`src/verilog/sls_defs.svh`:
```
// Constants of the start-up and host-link sequencer.
// Assumes a 50 MHz reference clock; included by bare name.
`ifndef SLS_DEFS_SVH
`define SLS_DEFS_SVH
`define SLS_CLK_HZ      50000000
`define SLS_BAUD        9600
`define SLS_SETTLE_MS   500
`define SLS_WAIT_S      5
`define SLS_RST_US      2
`define SLS_SYNC_BYTE   8'h55
`define SLS_ACK_BYTE    8'h06
`define SLS_NAK_BYTE    8'h15
`define SLS_OP_VOLUME   8'h76
`define SLS_OP_FWLOAD   8'h7a
`define SLS_VOL_MIN     7'h08
`define SLS_VOL_MAX     7'h7f
`define SLS_VOL_RESET   7'h40
`define SLS_SECT_SHIFT  9
`define SLS_MAX_PIXELS  19'h65400
`define SLS_QVGA_W      10'h140
`define SLS_QVGA_H      10'h0f0
`define SLS_VGA_W       10'h280
`define SLS_VGA_H       10'h1e0
`define SLS_WVGA_W      10'h320
`define SLS_FRAME_BITS  10
`define SLS_CNT_ONE     28'h0000001
`endif

```
`src/verilog/sls_pkg.sv`:
```
// Types shared by the start-up sequencer and its serial receiver.
// Assumes nothing beyond the constants header.
package sls_pkg;
  // Start-up phase
  typedef enum logic [1:0] {
    SLS_SETTLE = 2'b00,
    SLS_WAIT   = 2'b01,
    SLS_RUN    = 2'b10
  } sls_phase_t;
  // Command parser state
  typedef enum logic [1:0] {
    SLS_CMD_IDLE = 2'b00,
    SLS_CMD_VOL  = 2'b01
  } sls_cmd_t;
  // Video frame format
  typedef enum logic [1:0] {
    SLS_VM_QVGA   = 2'b00,
    SLS_VM_VGA    = 2'b01,
    SLS_VM_WVGA   = 2'b10,
    SLS_VM_CUSTOM = 2'b11
  } sls_vmode_t;
endpackage : sls_pkg

```
`src/verilog/sls_startup_seq.sv`:
```
// Start-up sequencer and host-link bring-up of a serial graphics module.
// Assumes one 50 MHz clock, a host on the serial pins, and card and video
// engines that act on the flags and addresses produced here.
// Functional notes
// - Sync byte 55h at 9600 baud is answered with ACK 06h.
// - Link starts at 9600 bps on both sides.
// - Screen blank up to 5 s; splash shown if no sync came.
// - Sync inside the window keeps the display blank, no splash.
// - At power-up with FAT card, start script file if present.
// - Volume commands accept 8 to 127 and drive the PWM audio.
// - Wave playback runs alongside command handling.
// - Raw byte access spans a 32-bit byte address space.
// - Raw sector access spans 2^24 sectors of 512 bytes.
// - FAT partition first, raw area follows it; card_byte_addr passes raw_byte_off through without the FAT offset.
// - Frames 320x240, 640x480, 800x480, custom up to 414720 pixels.
// - Video drives RGB, sync and pixel clock signals.
// - Firmware replacement only via the serial port.
// - Unknown or failed commands answered with NAK 15h.
// - Characters are 8 data bits, no parity, one stop bit.
// - Least significant data bit sent first after start bit.
// - Reset pin low longer than 2 us restarts the sequence.
`timescale 1ns/1ns
`include "sls_defs.svh"
module sls_startup_seq #(
  parameter int BIT_CYC    = `SLS_CLK_HZ / `SLS_BAUD,
  parameter int SETTLE_CYC = `SLS_SETTLE_MS * (`SLS_CLK_HZ / 1000),
  parameter int WAIT_CYC   = `SLS_WAIT_S * `SLS_CLK_HZ
) (
  // Clock and reset
  input  logic               ref_clk,
  input  logic               resetn,
  // Module pins
  input  logic               mrst_pin_n,
  input  logic               rx_pin,
  output logic               tx_pin,
  // Card status
  input  logic               card_present,
  input  logic               card_fat16,
  input  logic               script_found,
  // Raw partition addressing
  input  logic [31:0]        fat_sectors,
  input  logic [31:0]        raw_byte_off,
  input  logic [23:0]        raw_sector,
  output logic [31:0]        card_byte_addr,
  output logic [31:0]        card_sector,
  // Video format
  input  sls_pkg::sls_vmode_t vmode,
  input  logic [9:0]         custom_w,
  input  logic [9:0]         custom_h,
  output logic               vmode_ok,
  output logic               video_en,
  // Audio
  input  logic               wav_play,
  output logic [6:0]         volume,
  output logic               audio_pwm,
  // Sequencer status
  output logic               settle_done,
  output logic               link_synced,
  output logic               splash_on,
  output logic               display_blank,
  output logic               script_start,
  output logic               fw_load_req
);
  import sls_pkg::*;
  localparam int RST_CYC = (`SLS_RST_US * (`SLS_CLK_HZ / 1000) + 999) / 1000;
  // Elaboration checks: the counters below cannot serve larger values
  if (SETTLE_CYC < 1 || WAIT_CYC <= SETTLE_CYC || WAIT_CYC > 268435455 || RST_CYC > 255) begin : g_bad_counts
    $error("start-up counts out of range");
  end
  if (BIT_CYC < 4 || BIT_CYC > 65535) begin : g_bad_bit_cyc
    $error("BIT_CYC out of range");
  end

  // Pixel count of a format, used for the custom size limit
  function automatic logic [19:0] frame_pixels(input logic [9:0] w, input logic [9:0] h);
    frame_pixels = {10'h000, w} * {10'h000, h}; // Widened first so no product bit is lost
  endfunction : frame_pixels

  // Pin synchronisers
  logic [1:0] mrst_sync_q;
  logic [1:0] rx_sync_q;
  always_ff @(posedge ref_clk) begin
    mrst_sync_q <= {mrst_sync_q[0], mrst_pin_n};
    rx_sync_q   <= {rx_sync_q[0], rx_pin};
  end

  // Reset pin filter: only a low longer than the minimum restarts us
  logic [7:0] rlow_q;
  logic       restart_q;
  always_ff @(posedge ref_clk) begin
    if (!resetn) begin
      rlow_q    <= 8'h00;
      restart_q <= 1'b0;
    end else if (mrst_sync_q[1]) begin
      rlow_q    <= 8'h00;
      restart_q <= 1'b0;
    end else if (rlow_q != 8'(RST_CYC)) begin
      rlow_q <= rlow_q + 8'h01;
    end else begin
      restart_q <= 1'b1;
    end
  end
  logic run_n;
  assign run_n = !resetn || restart_q;

  logic [7:0] rx_data;
  logic       rx_valid;
  sls_uart_rx #(.BIT_CYC(BIT_CYC)) u_rx (
    .ref_clk  (ref_clk),
    .resetn   (resetn && !restart_q),
    .rxd      (rx_sync_q[1]),
    .rx_data  (rx_data),
    .rx_valid (rx_valid)
  );

  // One counter times both the settle period and the splash window
  sls_phase_t  phase_q;
  logic [27:0] up_q;
  always_ff @(posedge ref_clk) begin
    if (run_n) begin
      phase_q <= SLS_SETTLE;
      up_q    <= 28'h0000000;
    end else begin
      if (phase_q != SLS_RUN) up_q <= up_q + `SLS_CNT_ONE;
      if (phase_q == SLS_SETTLE && up_q == 28'(SETTLE_CYC - 1)) phase_q <= SLS_WAIT;
      if (phase_q == SLS_WAIT && up_q == 28'(WAIT_CYC - 1)) phase_q <= SLS_RUN;
    end
  end

  // Display and script control follow the phase
  always_ff @(posedge ref_clk) begin
    script_start <= 1'b0;
    if (run_n) begin
      settle_done   <= 1'b0;
      splash_on     <= 1'b0;
      display_blank <= 1'b1;
    end else begin
      if (phase_q == SLS_SETTLE && up_q == 28'(SETTLE_CYC - 1)) begin
        settle_done  <= 1'b1;
        script_start <= card_present && card_fat16 && script_found;
      end
      if (phase_q == SLS_WAIT && up_q == 28'(WAIT_CYC - 1) && !link_synced) begin
        splash_on     <= 1'b1;
        display_blank <= 1'b0;
      end
    end
  end

  // Command parser; a byte is only taken when the transmitter can answer
  sls_cmd_t    cmd_q;
  logic        tx_busy_q;
  logic        tx_go;
  logic [7:0]  tx_byte;
  logic        take;
  assign take = rx_valid && phase_q != SLS_SETTLE && !tx_busy_q;
  always_ff @(posedge ref_clk) begin
    tx_go       <= 1'b0;
    fw_load_req <= 1'b0;
    if (run_n) begin
      cmd_q       <= SLS_CMD_IDLE;
      link_synced <= 1'b0;
      volume      <= `SLS_VOL_RESET;
      tx_byte     <= `SLS_ACK_BYTE;
    end else if (take) begin
      tx_go <= 1'b1;
      case (cmd_q)
        SLS_CMD_IDLE: begin
          if (rx_data == `SLS_SYNC_BYTE) begin
            link_synced <= 1'b1;
            tx_byte     <= `SLS_ACK_BYTE;
          end else if (rx_data == `SLS_OP_VOLUME) begin
            cmd_q <= SLS_CMD_VOL;
            tx_go <= 1'b0;
          end else if (rx_data == `SLS_OP_FWLOAD) begin
            fw_load_req <= 1'b1;
            tx_byte     <= `SLS_ACK_BYTE;
          end else begin
            tx_byte <= `SLS_NAK_BYTE;
          end
        end
        SLS_CMD_VOL: begin
          cmd_q <= SLS_CMD_IDLE;
          if (rx_data[7] == 1'b0 && rx_data[6:0] >= `SLS_VOL_MIN) begin
            volume  <= rx_data[6:0];
            tx_byte <= `SLS_ACK_BYTE;
          end else begin
            tx_byte <= `SLS_NAK_BYTE;
          end
        end
        default: cmd_q <= SLS_CMD_IDLE;
      endcase
    end
  end

  // Transmitter at the start-up rate; idles high, so nothing leaves while settling
  logic [9:0]  tx_sh_q;
  logic [3:0]  tx_bit_q;
  logic [15:0] tx_cnt_q;
  always_ff @(posedge ref_clk) begin
    if (run_n) begin
      tx_busy_q <= 1'b0;
      tx_sh_q   <= 10'h3ff;
      tx_bit_q  <= 4'h0;
      tx_cnt_q  <= 16'h0000;
      tx_pin    <= 1'b1;
    end else if (tx_go) begin
      tx_busy_q <= 1'b1;
      tx_sh_q   <= {1'b1, tx_byte, 1'b0};
      tx_bit_q  <= 4'h0;
      tx_cnt_q  <= 16'(BIT_CYC - 1);
      tx_pin    <= 1'b0;
    end else if (tx_busy_q) begin
      if (tx_cnt_q != 16'h0000) begin
        tx_cnt_q <= tx_cnt_q - 16'h0001;
      end else if (tx_bit_q == 4'h9) begin
        tx_busy_q <= 1'b0;
      end else begin
        tx_cnt_q <= 16'(BIT_CYC - 1);
        tx_bit_q <= tx_bit_q + 4'h1;
        tx_pin   <= tx_sh_q[tx_bit_q + 4'h1];
      end
    end
  end

  // Audio PWM runs on its own, so playback never waits on the parser
  logic [6:0] pwm_q;
  always_ff @(posedge ref_clk) begin
    if (run_n) begin
      pwm_q     <= 7'h00;
      audio_pwm <= 1'b0;
    end else begin
      pwm_q     <= pwm_q + 7'h01;
      audio_pwm <= wav_play && (pwm_q < volume);
    end
  end

  // Card addresses: raw sectors sit behind the FAT partition; the byte address is raw_byte_off as given
  always_ff @(posedge ref_clk) begin
    if (run_n) begin
      card_byte_addr <= 32'h00000000;
      card_sector    <= 32'h00000000;
    end else begin
      card_byte_addr <= raw_byte_off;
      card_sector    <= fat_sectors + {8'h00, raw_sector};
    end
  end

  // Frame format check; the pixel engine only runs on a legal format
  logic fmt_ok;
  always_comb begin
    case (vmode)
      SLS_VM_QVGA:   fmt_ok = 1'b1;
      SLS_VM_VGA:    fmt_ok = 1'b1;
      SLS_VM_WVGA:   fmt_ok = 1'b1;
      default:       fmt_ok = frame_pixels(custom_w, custom_h) <= {1'b0, `SLS_MAX_PIXELS};
    endcase
  end
  always_ff @(posedge ref_clk) begin
    if (run_n) begin
      vmode_ok <= 1'b0;
      video_en <= 1'b0;
    end else begin
      vmode_ok <= fmt_ok;
      video_en <= fmt_ok && settle_done;
    end
  end

  // Checks
  AST_SETTLE_QUIET: assert property (@(posedge ref_clk) disable iff (run_n)
    phase_q == SLS_SETTLE |-> tx_pin && !tx_busy_q) else $error("transmit during settle");
  AST_SETTLE_IGNORE: assert property (@(posedge ref_clk) disable iff (run_n)
    (rx_valid && phase_q == SLS_SETTLE) |=> !tx_go && $stable(link_synced)) else $error("byte used while settling");
  AST_SYNC_ACK: assert property (@(posedge ref_clk) disable iff (run_n)
    (take && cmd_q == SLS_CMD_IDLE && rx_data == `SLS_SYNC_BYTE) |=> tx_go && tx_byte == `SLS_ACK_BYTE && link_synced)
    else $error("sync not acknowledged");
  AST_UNKNOWN_NAK: assert property (@(posedge ref_clk) disable iff (run_n)
    (take && cmd_q == SLS_CMD_IDLE && rx_data != `SLS_SYNC_BYTE && rx_data != `SLS_OP_VOLUME
     && rx_data != `SLS_OP_FWLOAD) |=> tx_go && tx_byte == `SLS_NAK_BYTE) else $error("unknown byte not refused");
  AST_VOL_RANGE: assert property (@(posedge ref_clk) disable iff (run_n)
    volume >= `SLS_VOL_MIN && volume <= `SLS_VOL_MAX) else $error("volume out of range");
  AST_SPLASH_CAUSE: assert property (@(posedge ref_clk) disable iff (run_n)
    $rose(splash_on) |-> !$past(link_synced) && phase_q == SLS_RUN) else $error("splash without timeout");
  AST_SPLASH_DUE: assert property (@(posedge ref_clk) disable iff (run_n)
    (phase_q == SLS_WAIT && up_q == 28'(WAIT_CYC - 1) && !link_synced) |=> splash_on && !display_blank)
    else $error("splash missing after window");
  AST_NO_SPLASH: assert property (@(posedge ref_clk) disable iff (run_n)
    (link_synced && !splash_on) |=> !splash_on && display_blank) else $error("splash after sync");
  AST_SCRIPT: assert property (@(posedge ref_clk) disable iff (run_n)
    script_start |-> $rose(settle_done) && $past(card_present) && $past(card_fat16) && $past(script_found))
    else $error("bad script start");
  AST_RESTART: assert property (@(posedge ref_clk) disable iff (!resetn)
    (!mrst_sync_q[1] && rlow_q == 8'(RST_CYC)) |=> ##[0:1] (phase_q == SLS_SETTLE && !link_synced))
    else $error("long reset pulse did not restart");
  AST_PWM_IDLE: assert property (@(posedge ref_clk) disable iff (run_n)
    !wav_play [*2] |-> !audio_pwm) else $error("audio without playback");
  AST_TX_START: assert property (@(posedge ref_clk) disable iff (run_n)
    tx_go |=> !tx_pin [*2]) else $error("start bit missing");

  COV_SYNC_IN_WINDOW: cover property (@(posedge ref_clk) disable iff (run_n)
    phase_q == SLS_WAIT && $rose(link_synced));
  COV_SPLASH: cover property (@(posedge ref_clk) disable iff (run_n) $rose(splash_on));
  COV_VOLUME: cover property (@(posedge ref_clk) disable iff (run_n) $changed(volume));
  COV_RESTART: cover property (@(posedge ref_clk) $rose(restart_q));
endmodule : sls_startup_seq

```
`src/verilog/sls_uart_rx.sv`:
```
// Serial byte receiver: start bit, 8 data bits LSB first, one stop bit.
// Assumes rxd is already synchronised to ref_clk.
`timescale 1ns/1ns
`include "sls_defs.svh"
module sls_uart_rx #(
  parameter int BIT_CYC = `SLS_CLK_HZ / `SLS_BAUD
) (
  // Clock and reset
  input  logic       ref_clk,
  input  logic       resetn,
  // Serial line
  input  logic       rxd,
  // Received byte
  output logic [7:0] rx_data,
  output logic       rx_valid
);
  import sls_pkg::*;
  localparam logic [15:0] FULL = 16'(BIT_CYC - 1);
  localparam logic [15:0] HALF = 16'(BIT_CYC / 2);
  // Elaboration check: the bit counter is 16 bits and needs a real half-bit
  if (BIT_CYC < 4 || BIT_CYC > 65535) begin : g_bad_bit_cyc
    $error("BIT_CYC out of range");
  end

  logic [15:0] cnt_q;
  logic [3:0]  bit_q;
  logic        busy_q;
  logic [7:0]  sh_q;

  // Sample at mid-bit; a start bit that is gone at mid-bit is a glitch
  always_ff @(posedge ref_clk) begin
    rx_valid <= 1'b0;
    if (!resetn) begin
      cnt_q   <= 16'h0000;
      bit_q   <= 4'h0;
      busy_q  <= 1'b0;
      sh_q    <= 8'h00;
      rx_data <= 8'h00;
    end else if (!busy_q) begin
      if (!rxd) begin
        busy_q <= 1'b1;
        cnt_q  <= HALF;
        bit_q  <= 4'h0;
      end
    end else if (cnt_q != 16'h0000) begin
      cnt_q <= cnt_q - 16'h0001;
    end else begin
      cnt_q <= FULL;
      bit_q <= bit_q + 4'h1;
      if (bit_q == 4'h0) begin
        if (rxd) busy_q <= 1'b0;
      end else if (bit_q == 4'h9) begin
        busy_q <= 1'b0;
        if (rxd) begin
          rx_valid <= 1'b1;
          rx_data  <= sh_q;
        end
      end else begin
        sh_q <= {rxd, sh_q[7:1]};
      end
    end
  end

  AST_RX_PULSE: assert property (@(posedge ref_clk) disable iff (!resetn)
    rx_valid |=> !rx_valid) else $error("rx_valid longer than one cycle");
  AST_RX_STOP: assert property (@(posedge ref_clk) disable iff (!resetn)
    rx_valid |-> $past(rxd)) else $error("byte taken without stop bit");
endmodule : sls_uart_rx
```
`config.mk`:
```
export PLATFORM = sky130hd
export DESIGN_NAME = sls_startup_seq
export DESIGN_NICKNAME = d
export VERILOG_FILES = /design/src/verilog/sls_pkg.sv /design/src/verilog/sls_startup_seq.sv /design/src/verilog/sls_uart_rx.sv
export VERILOG_INCLUDE_DIRS = /design/src /design/src/verilog
export SDC_FILE = /design/constraint.sdc
export NUM_CORES = 1
export LEC_CHECK = 0
export ABC_CLOCK_PERIOD_IN_PS = 7900
export BUFFER_PORTS_ARGS = -buffer_cell sky130_fd_sc_hd__buf_2
export CAP_MARGIN = 20
export CORE_UTILIZATION = 58
export CTS_CLUSTER_SIZE = 24
export DETAILED_ROUTE_END_ITERATION = 10
export PLACE_DENSITY = 0.9
export RECOVER_POWER = 25
export SLEW_MARGIN = 0
export SYNTH_ARGS = -nofsm -noshare
export SYNTH_HDL_FRONTEND = slang
export SYNTH_SLANG_ARGS = --single-unit
```
`constraint.sdc`:
```
create_clock -name ref_clk -period 7.9 [get_ports ref_clk]
set_input_delay 1.58 -clock ref_clk [delete_from_list [all_inputs] [get_ports ref_clk]]
set_output_delay 1.58 -clock ref_clk [all_outputs]
set_load 0.05 [all_outputs]
```
# Word-level counts from Yosys, hierarchy flattened
# Cells that the tools add are included.
# classes
addsub	8
n_mul	1
n_div	0
magnitude_cmp	4
n_eq_ne	22
shift	0
muxes	41
bitwise	12
reduce_logical	45
# ops
cell	count
$mux W16	5
$add A32 B24 Y32	1
$reduce_bool A16 Y1	2
$sub A16 B1 Y16 const B	2
$add A28 B1 Y28 const B	1
$eq A28 B25 Y1 const B	1
$eq A28 B28 Y1 const B	1
$mux W13	2
$eq A8 B7 Y1 const B	3
$le A20 B19 Y1 const B	1
$mul A10 B10 Y20	1
$mux W1	20
$reduce_and A3 Y1	6
$mux W8	2
$pmux W8 S2	1
$ne A2 B2 Y1 const B	7
$mux W4	3
$not A1 Y1	12
$logic_and A1 B1 Y1	11
$mux W2	5
$mux W5	2
$reduce_or A2 Y1	5
$reduce_or A5 Y1	2
$add A4 B1 Y4 const B	2
other kinds (21)	35
# totals
regBits	210
latch_bits	0
ramBits	0
mem_bits_ro	0
input_bits	118
output_inout_bits	81
word_cells	168
memories	0

# Longest topological paths before layout
# depth
word_depth	7
ltp_mapped	21
ltp_nobuf	20

# Modules after synthesis
# Synthesis repeated with hierarchy kept, for this count alone.
# hier_totals
hier_cells	1454
area_unflattened_um2	12583.3
# by_module_without_submodules
module	n_inst	cells_each	area_each_um2	seq_area_each_um2
sls_startup_seq	1	1241	10714.0	3183.1
sls_uart_rx	1	213	1869.3	760.7

# Least setup slack after synthesis
# OpenSTA, ideal clock, no wires.
# synth_timing
path_kind	input -> register
from	input custom_h[3]
to	register video_en
setup_ps	131
arrival_time_ps	6571
t_required_ps	7769
path_slack_ps	1198
cell_stages	19
path_buffers	1
path_cell_list	clkbuf_1 nand2_1 fa_1 inv_1 fa_1 inv_1 fa_1 fa_1 inv_1 fa_1 ha_1 a21o_1 or3_1 o21ai_0 xor2_1 and3_1 a2111o_1 a221oi_1 nor3_1
# synth_via
elab_chain_len	4
# synth_lines
item	line_no	rtl
start, declared	sls_startup_seq.sv:49	input logic [9:0] custom_h,
$mul A10 B10 Y20	sls_startup_seq.sv:76	frame_pixels = {10'h000, w} * {10'h000, h};
$le A20 B19 Y1	sls_startup_seq.sv:255	default: fmt_ok = frame_pixels(custom_w, custom_h) <= {1'b0, `SLS_MAX_PIXELS};
$mux W1	sls_startup_seq.sv:251	case (vmode)
$logic_and A1 B1 Y1	sls_startup_seq.sv:264	video_en <= fmt_ok && settle_done;
end signal, assigned	sls_startup_seq.sv:264	
end, declared	sls_startup_seq.sv:51	output logic video_en,
# No other way between the ends.
# A chain may end at the register's enable or synchronous reset.

# Worst setup path after layout
# layout_timing
from	input custom_w[6]
to	register vmode_ok
# layout_via
elab_chain_len	3
# layout_lines
item	line_no	rtl
start, declared	sls_startup_seq.sv:48	input logic [9:0] custom_w,
$mul A10 B10 Y20	sls_startup_seq.sv:76	
$le A20 B19 Y1	sls_startup_seq.sv:255	
$mux W1	sls_startup_seq.sv:251	
end signal, assigned	sls_startup_seq.sv:263	vmode_ok <= fmt_ok;
end, declared	sls_startup_seq.sv:50	output logic vmode_ok,
# No other way between the ends.

==> impl_metrics.ini <==
[pwr]
peakVddDrop_uv = 153
p_per_area_mw_per_mm2 = 236
power.leakage_uw = 0.00644
power.total_uw = 3310

[synth]
synth_area_per_cell_sq_um = 8.68
synth_cells = 1415
synth_fp_nets = 1694
yosysWarnings = 0
synth_flop_cell = dfxtp_1
synth_top_area_share_pct = 32.1
yosysTopAreaCell = dfxtp_1
synth_area_leaders = dfxtp_1 32%, fa_1 10%, ha_1 10%
synthArstFlopShare_pct = 0
synth-seq-area-share_pct = 32.1
yosys.cell_types.count = 77
netlist_area_sq_mm = 0.0123
synth_edf_count = 0
ys_ff_latch = 197

[floorplanning]
coreArea_sq_mm = 0.0205
initial_core_util_pct = 60.0
num_rows = 52
die_h_um = 148
io_pins = 199
die_area_sq_mm = 0.0218
die_w_um = 148

[setup_path]
reg2regPathDepth = 3
critical_path_class = in -> reg
slowest_delay_ps = 680
ff2ff_setup_slack_ps = 4220
critPathArrivalTime_ps = 7050
worstPathRequired_ps = 8130
endpoint_kind = flop
slowest_stage = o41ai_1
r2r-end = u_rx.cnt_q[10]$_SDFFE_PN0P_
crit_top_cell = fa_1
crit_start = custom_w[6]
start_kind = input pin
rr_startpoint = restart_q$_SDFFE_PP0N_
crit_path_cell_trace = buf_2, nand2_1, fa_1, inv_1, fa_1, inv_1, fa_1, fa_1, inv_1, fa_1, ha_1, a21o_1, a21oi_1, or2_0, o41ai_1, nor4b_1, o31ai_1, nand2_1, a221oi_1, nor3_1
crit_path_max_fanout = 10

[clocking]
insertion_delay_ps = 430
numCtsBuffers = 17
clkTransAtPathRegs_ps = 80
hold_buffers = 0
clockBufferDepth = 2
cts.sinks = 197
cts_tree = yes
cts_resized = 0
cts-htree-levels = 4
post_cts_buffers = 0
cts_root_buf = clkbuf_16

[finish]
drive_gt1_share_pct = 16.3
nets = 1862
syn_to_final_growth_pct = 14.1
nFillCells = 1514
antenna_cells = 0

[global_route]
grt_pass1_wl_mm = 47.7
grt_max_degree = 65
grt_pass1_vias = 10300
antenna_found_initial = 0
grt_overflow = 0
grtUsageTotal_pct = 26.6

[timing]
fin_crit_ps = 6810
fin_ws_ps = 1090
setup_viol = 0
hold_viol = 0
slew_headroom_pct = -106
tns_ps = 0
clock-skew-final_ps = 15.8
min_period_over_period_pct = 86.2
maxSlewViolCount = 112
tightest_slew_ps = 3080
max_freq_ghz = 0.147
rsz0062_at_grt = no

[drt]
drt_iter0_markers = 747
vias_per_cell = 5.63
ant_nets = 0
drt-wirelength-per-cell_um = 15.0
drc = 0
drt-total-wl_mm = 28.0
vias = 10500
detail_route.first_pass.iterations = 5

[min_path]
hp-class = reg -> reg
hold_depth = 0
min_from = rx_sync_q[0]$_DFF_P_
holdPathEnd = rx_sync_q[1]$_DFF_P_

[placed_design]
gp_congestion = 0.894
portBuffers = 198
place_ws_ps = 790
dp_hpwl_mm = 20.4

[run_status]
violations = max-capacitance violations, max-slew violations
status = finished, violations left

[run]
maxCapViolCount = 2
[per-layer routing]
layer	vias to the layer above	wire, um	global-route usage, %	part of all wire, %
li1	5133	-	-	-
met1	4968	11400	30.7	41
met2	354	14600	49.2	52
met3	47	1460	4.57	5.2
met4	0	589	9.38	2.1
met5	-	0	0	0
[worst max-delay path: cells and delay by family]
kind,cells,cell delay [ps]
and+or+nand+nor,5,630
adders and majority gates,6,2890
AOI/OAI and AO/OA,5,1560
buffers and inverters,4,370
[metrics by stage]
step	utilization (%)	hold WS, ps	cell area [sq um]	cells
floorplan	-	310	12300	1415
global placement	65.5	312	13400	1833
detailed placement	65.5	316	13400	1833
CTS	68.5	331	14000	1865
global route	68.4	336	14000	1866
finish	68.4	329	14000	1866
[logic make-up after synthesis]
family / count (synthesis) / share of synthesized area [%]
AOI/OAI and AO/OA: 215 / 11.1
buffers and inverters: 160 / 5.07
DFF: 197 / 32.1
muxes: 27 / 2.20
and+or+nand+nor: 576 / 23.7
xor gates and xnor gates: 79 / 5.63
adders and majority gates: 161 / 20.2
[state kept, by name (all words and copies together), names as in the netlist, 2 cells and up]
| register | flops |
|---|---|
| card_byte_addr | 32 |
| card_sector | 32 |
| up_q | 28 |
| tx_cnt_q | 16 |
| u_rx.cnt_q | 16 |
| rlow_q | 8 |
| u_rx.rx_data | 8 |
| u_rx.sh_q | 8 |
| pwm_q | 7 |
| volume | 7 |
| tx_bit_q | 4 |
| u_rx.bit_q | 4 |
| tx_sh_q | 3 |
| mrst_sync_q | 2 |
| phase_q | 2 |
| rx_sync_q | 2 |
| tx_byte | 2 |
[cell type report]
class,count,area (sq um),share of cell area (%)
Multi-Input combinational cell,1058,7720,55.0
Sequential cell,197,3940,28.1
Timing Repair Buffer,200,1000,7.16
Clock buffer,18,439,3.13
Inverter,109,409,2.92
Tap cell,270,338,2.41
Clock inverter,14,170,1.21
[cells in the mapped netlist, types with 7 or more instances]
library cell  number
a211oi_1           7
a21o_1            11
a21oi_1           72
a311oi_1          12
and2_1            86
and3_1            10
clkbuf_1          45
dfxtp_1          197
fa_1              63
ha_1              98
inv_1            109
mux2i_1           27
nand2_1          128
nand2b_1          15
nand3_1           29
nand4_1           12
nor2_1           177
nor2b_1           10
nor3_1            35
nor4_1            12
o21a_1             7
o21ai_0           53
or3_1             11
xnor2_1           31
xor2_1            48
[how the worst max path moves through the flow]
stage / end
4_1_cts: video_en$_SDFF_PN0_
3_3_place_gp: vmode_ok$_SDFF_PN0_
6_report: vmode_ok$_SDFF_PN0_
3_5_place_dp: video_en$_SDFF_PN0_
2_1_floorplan: video_en$_SDFF_PN0_
5_1_grt: vmode_ok$_SDFF_PN0_
[placed cells by master (no fill, tap or decap), types with 4 or more instances in the layout]
cell	count
nand2_1	128
o31ai_1	4
nor2_1	177
ha_1	98
xor2_1	48
buf_2	197
o211ai_1	6
a211oi_1	7
a21o_1	11
nor4_1	12
inv_8	4
or4_1	4
clkinv_8	4
and3_1	10
clkbuf_16	17
nor4b_1	5
dfxtp_1	197
and2_0	13
nand2b_1	15
or3_1	11
o41ai_1	4
nand4_1	12
nor2b_1	10
and2_1	73
nand3b_1	5
a311oi_1	12
nand3_1	29
fa_1	63
a21oi_1	72
inv_1	109
mux2i_1	27
o21ai_0	53
o21a_1	7
xnor2_1	31
nor3_1	35
a31oi_1	6
[where the power goes]
group	switching (uW)	internal (uW)
Clock	430	440
Combinational	830	551
Sequential	23.9	1030
Total	1280	2020
Power figures use the tool's default switching activity.
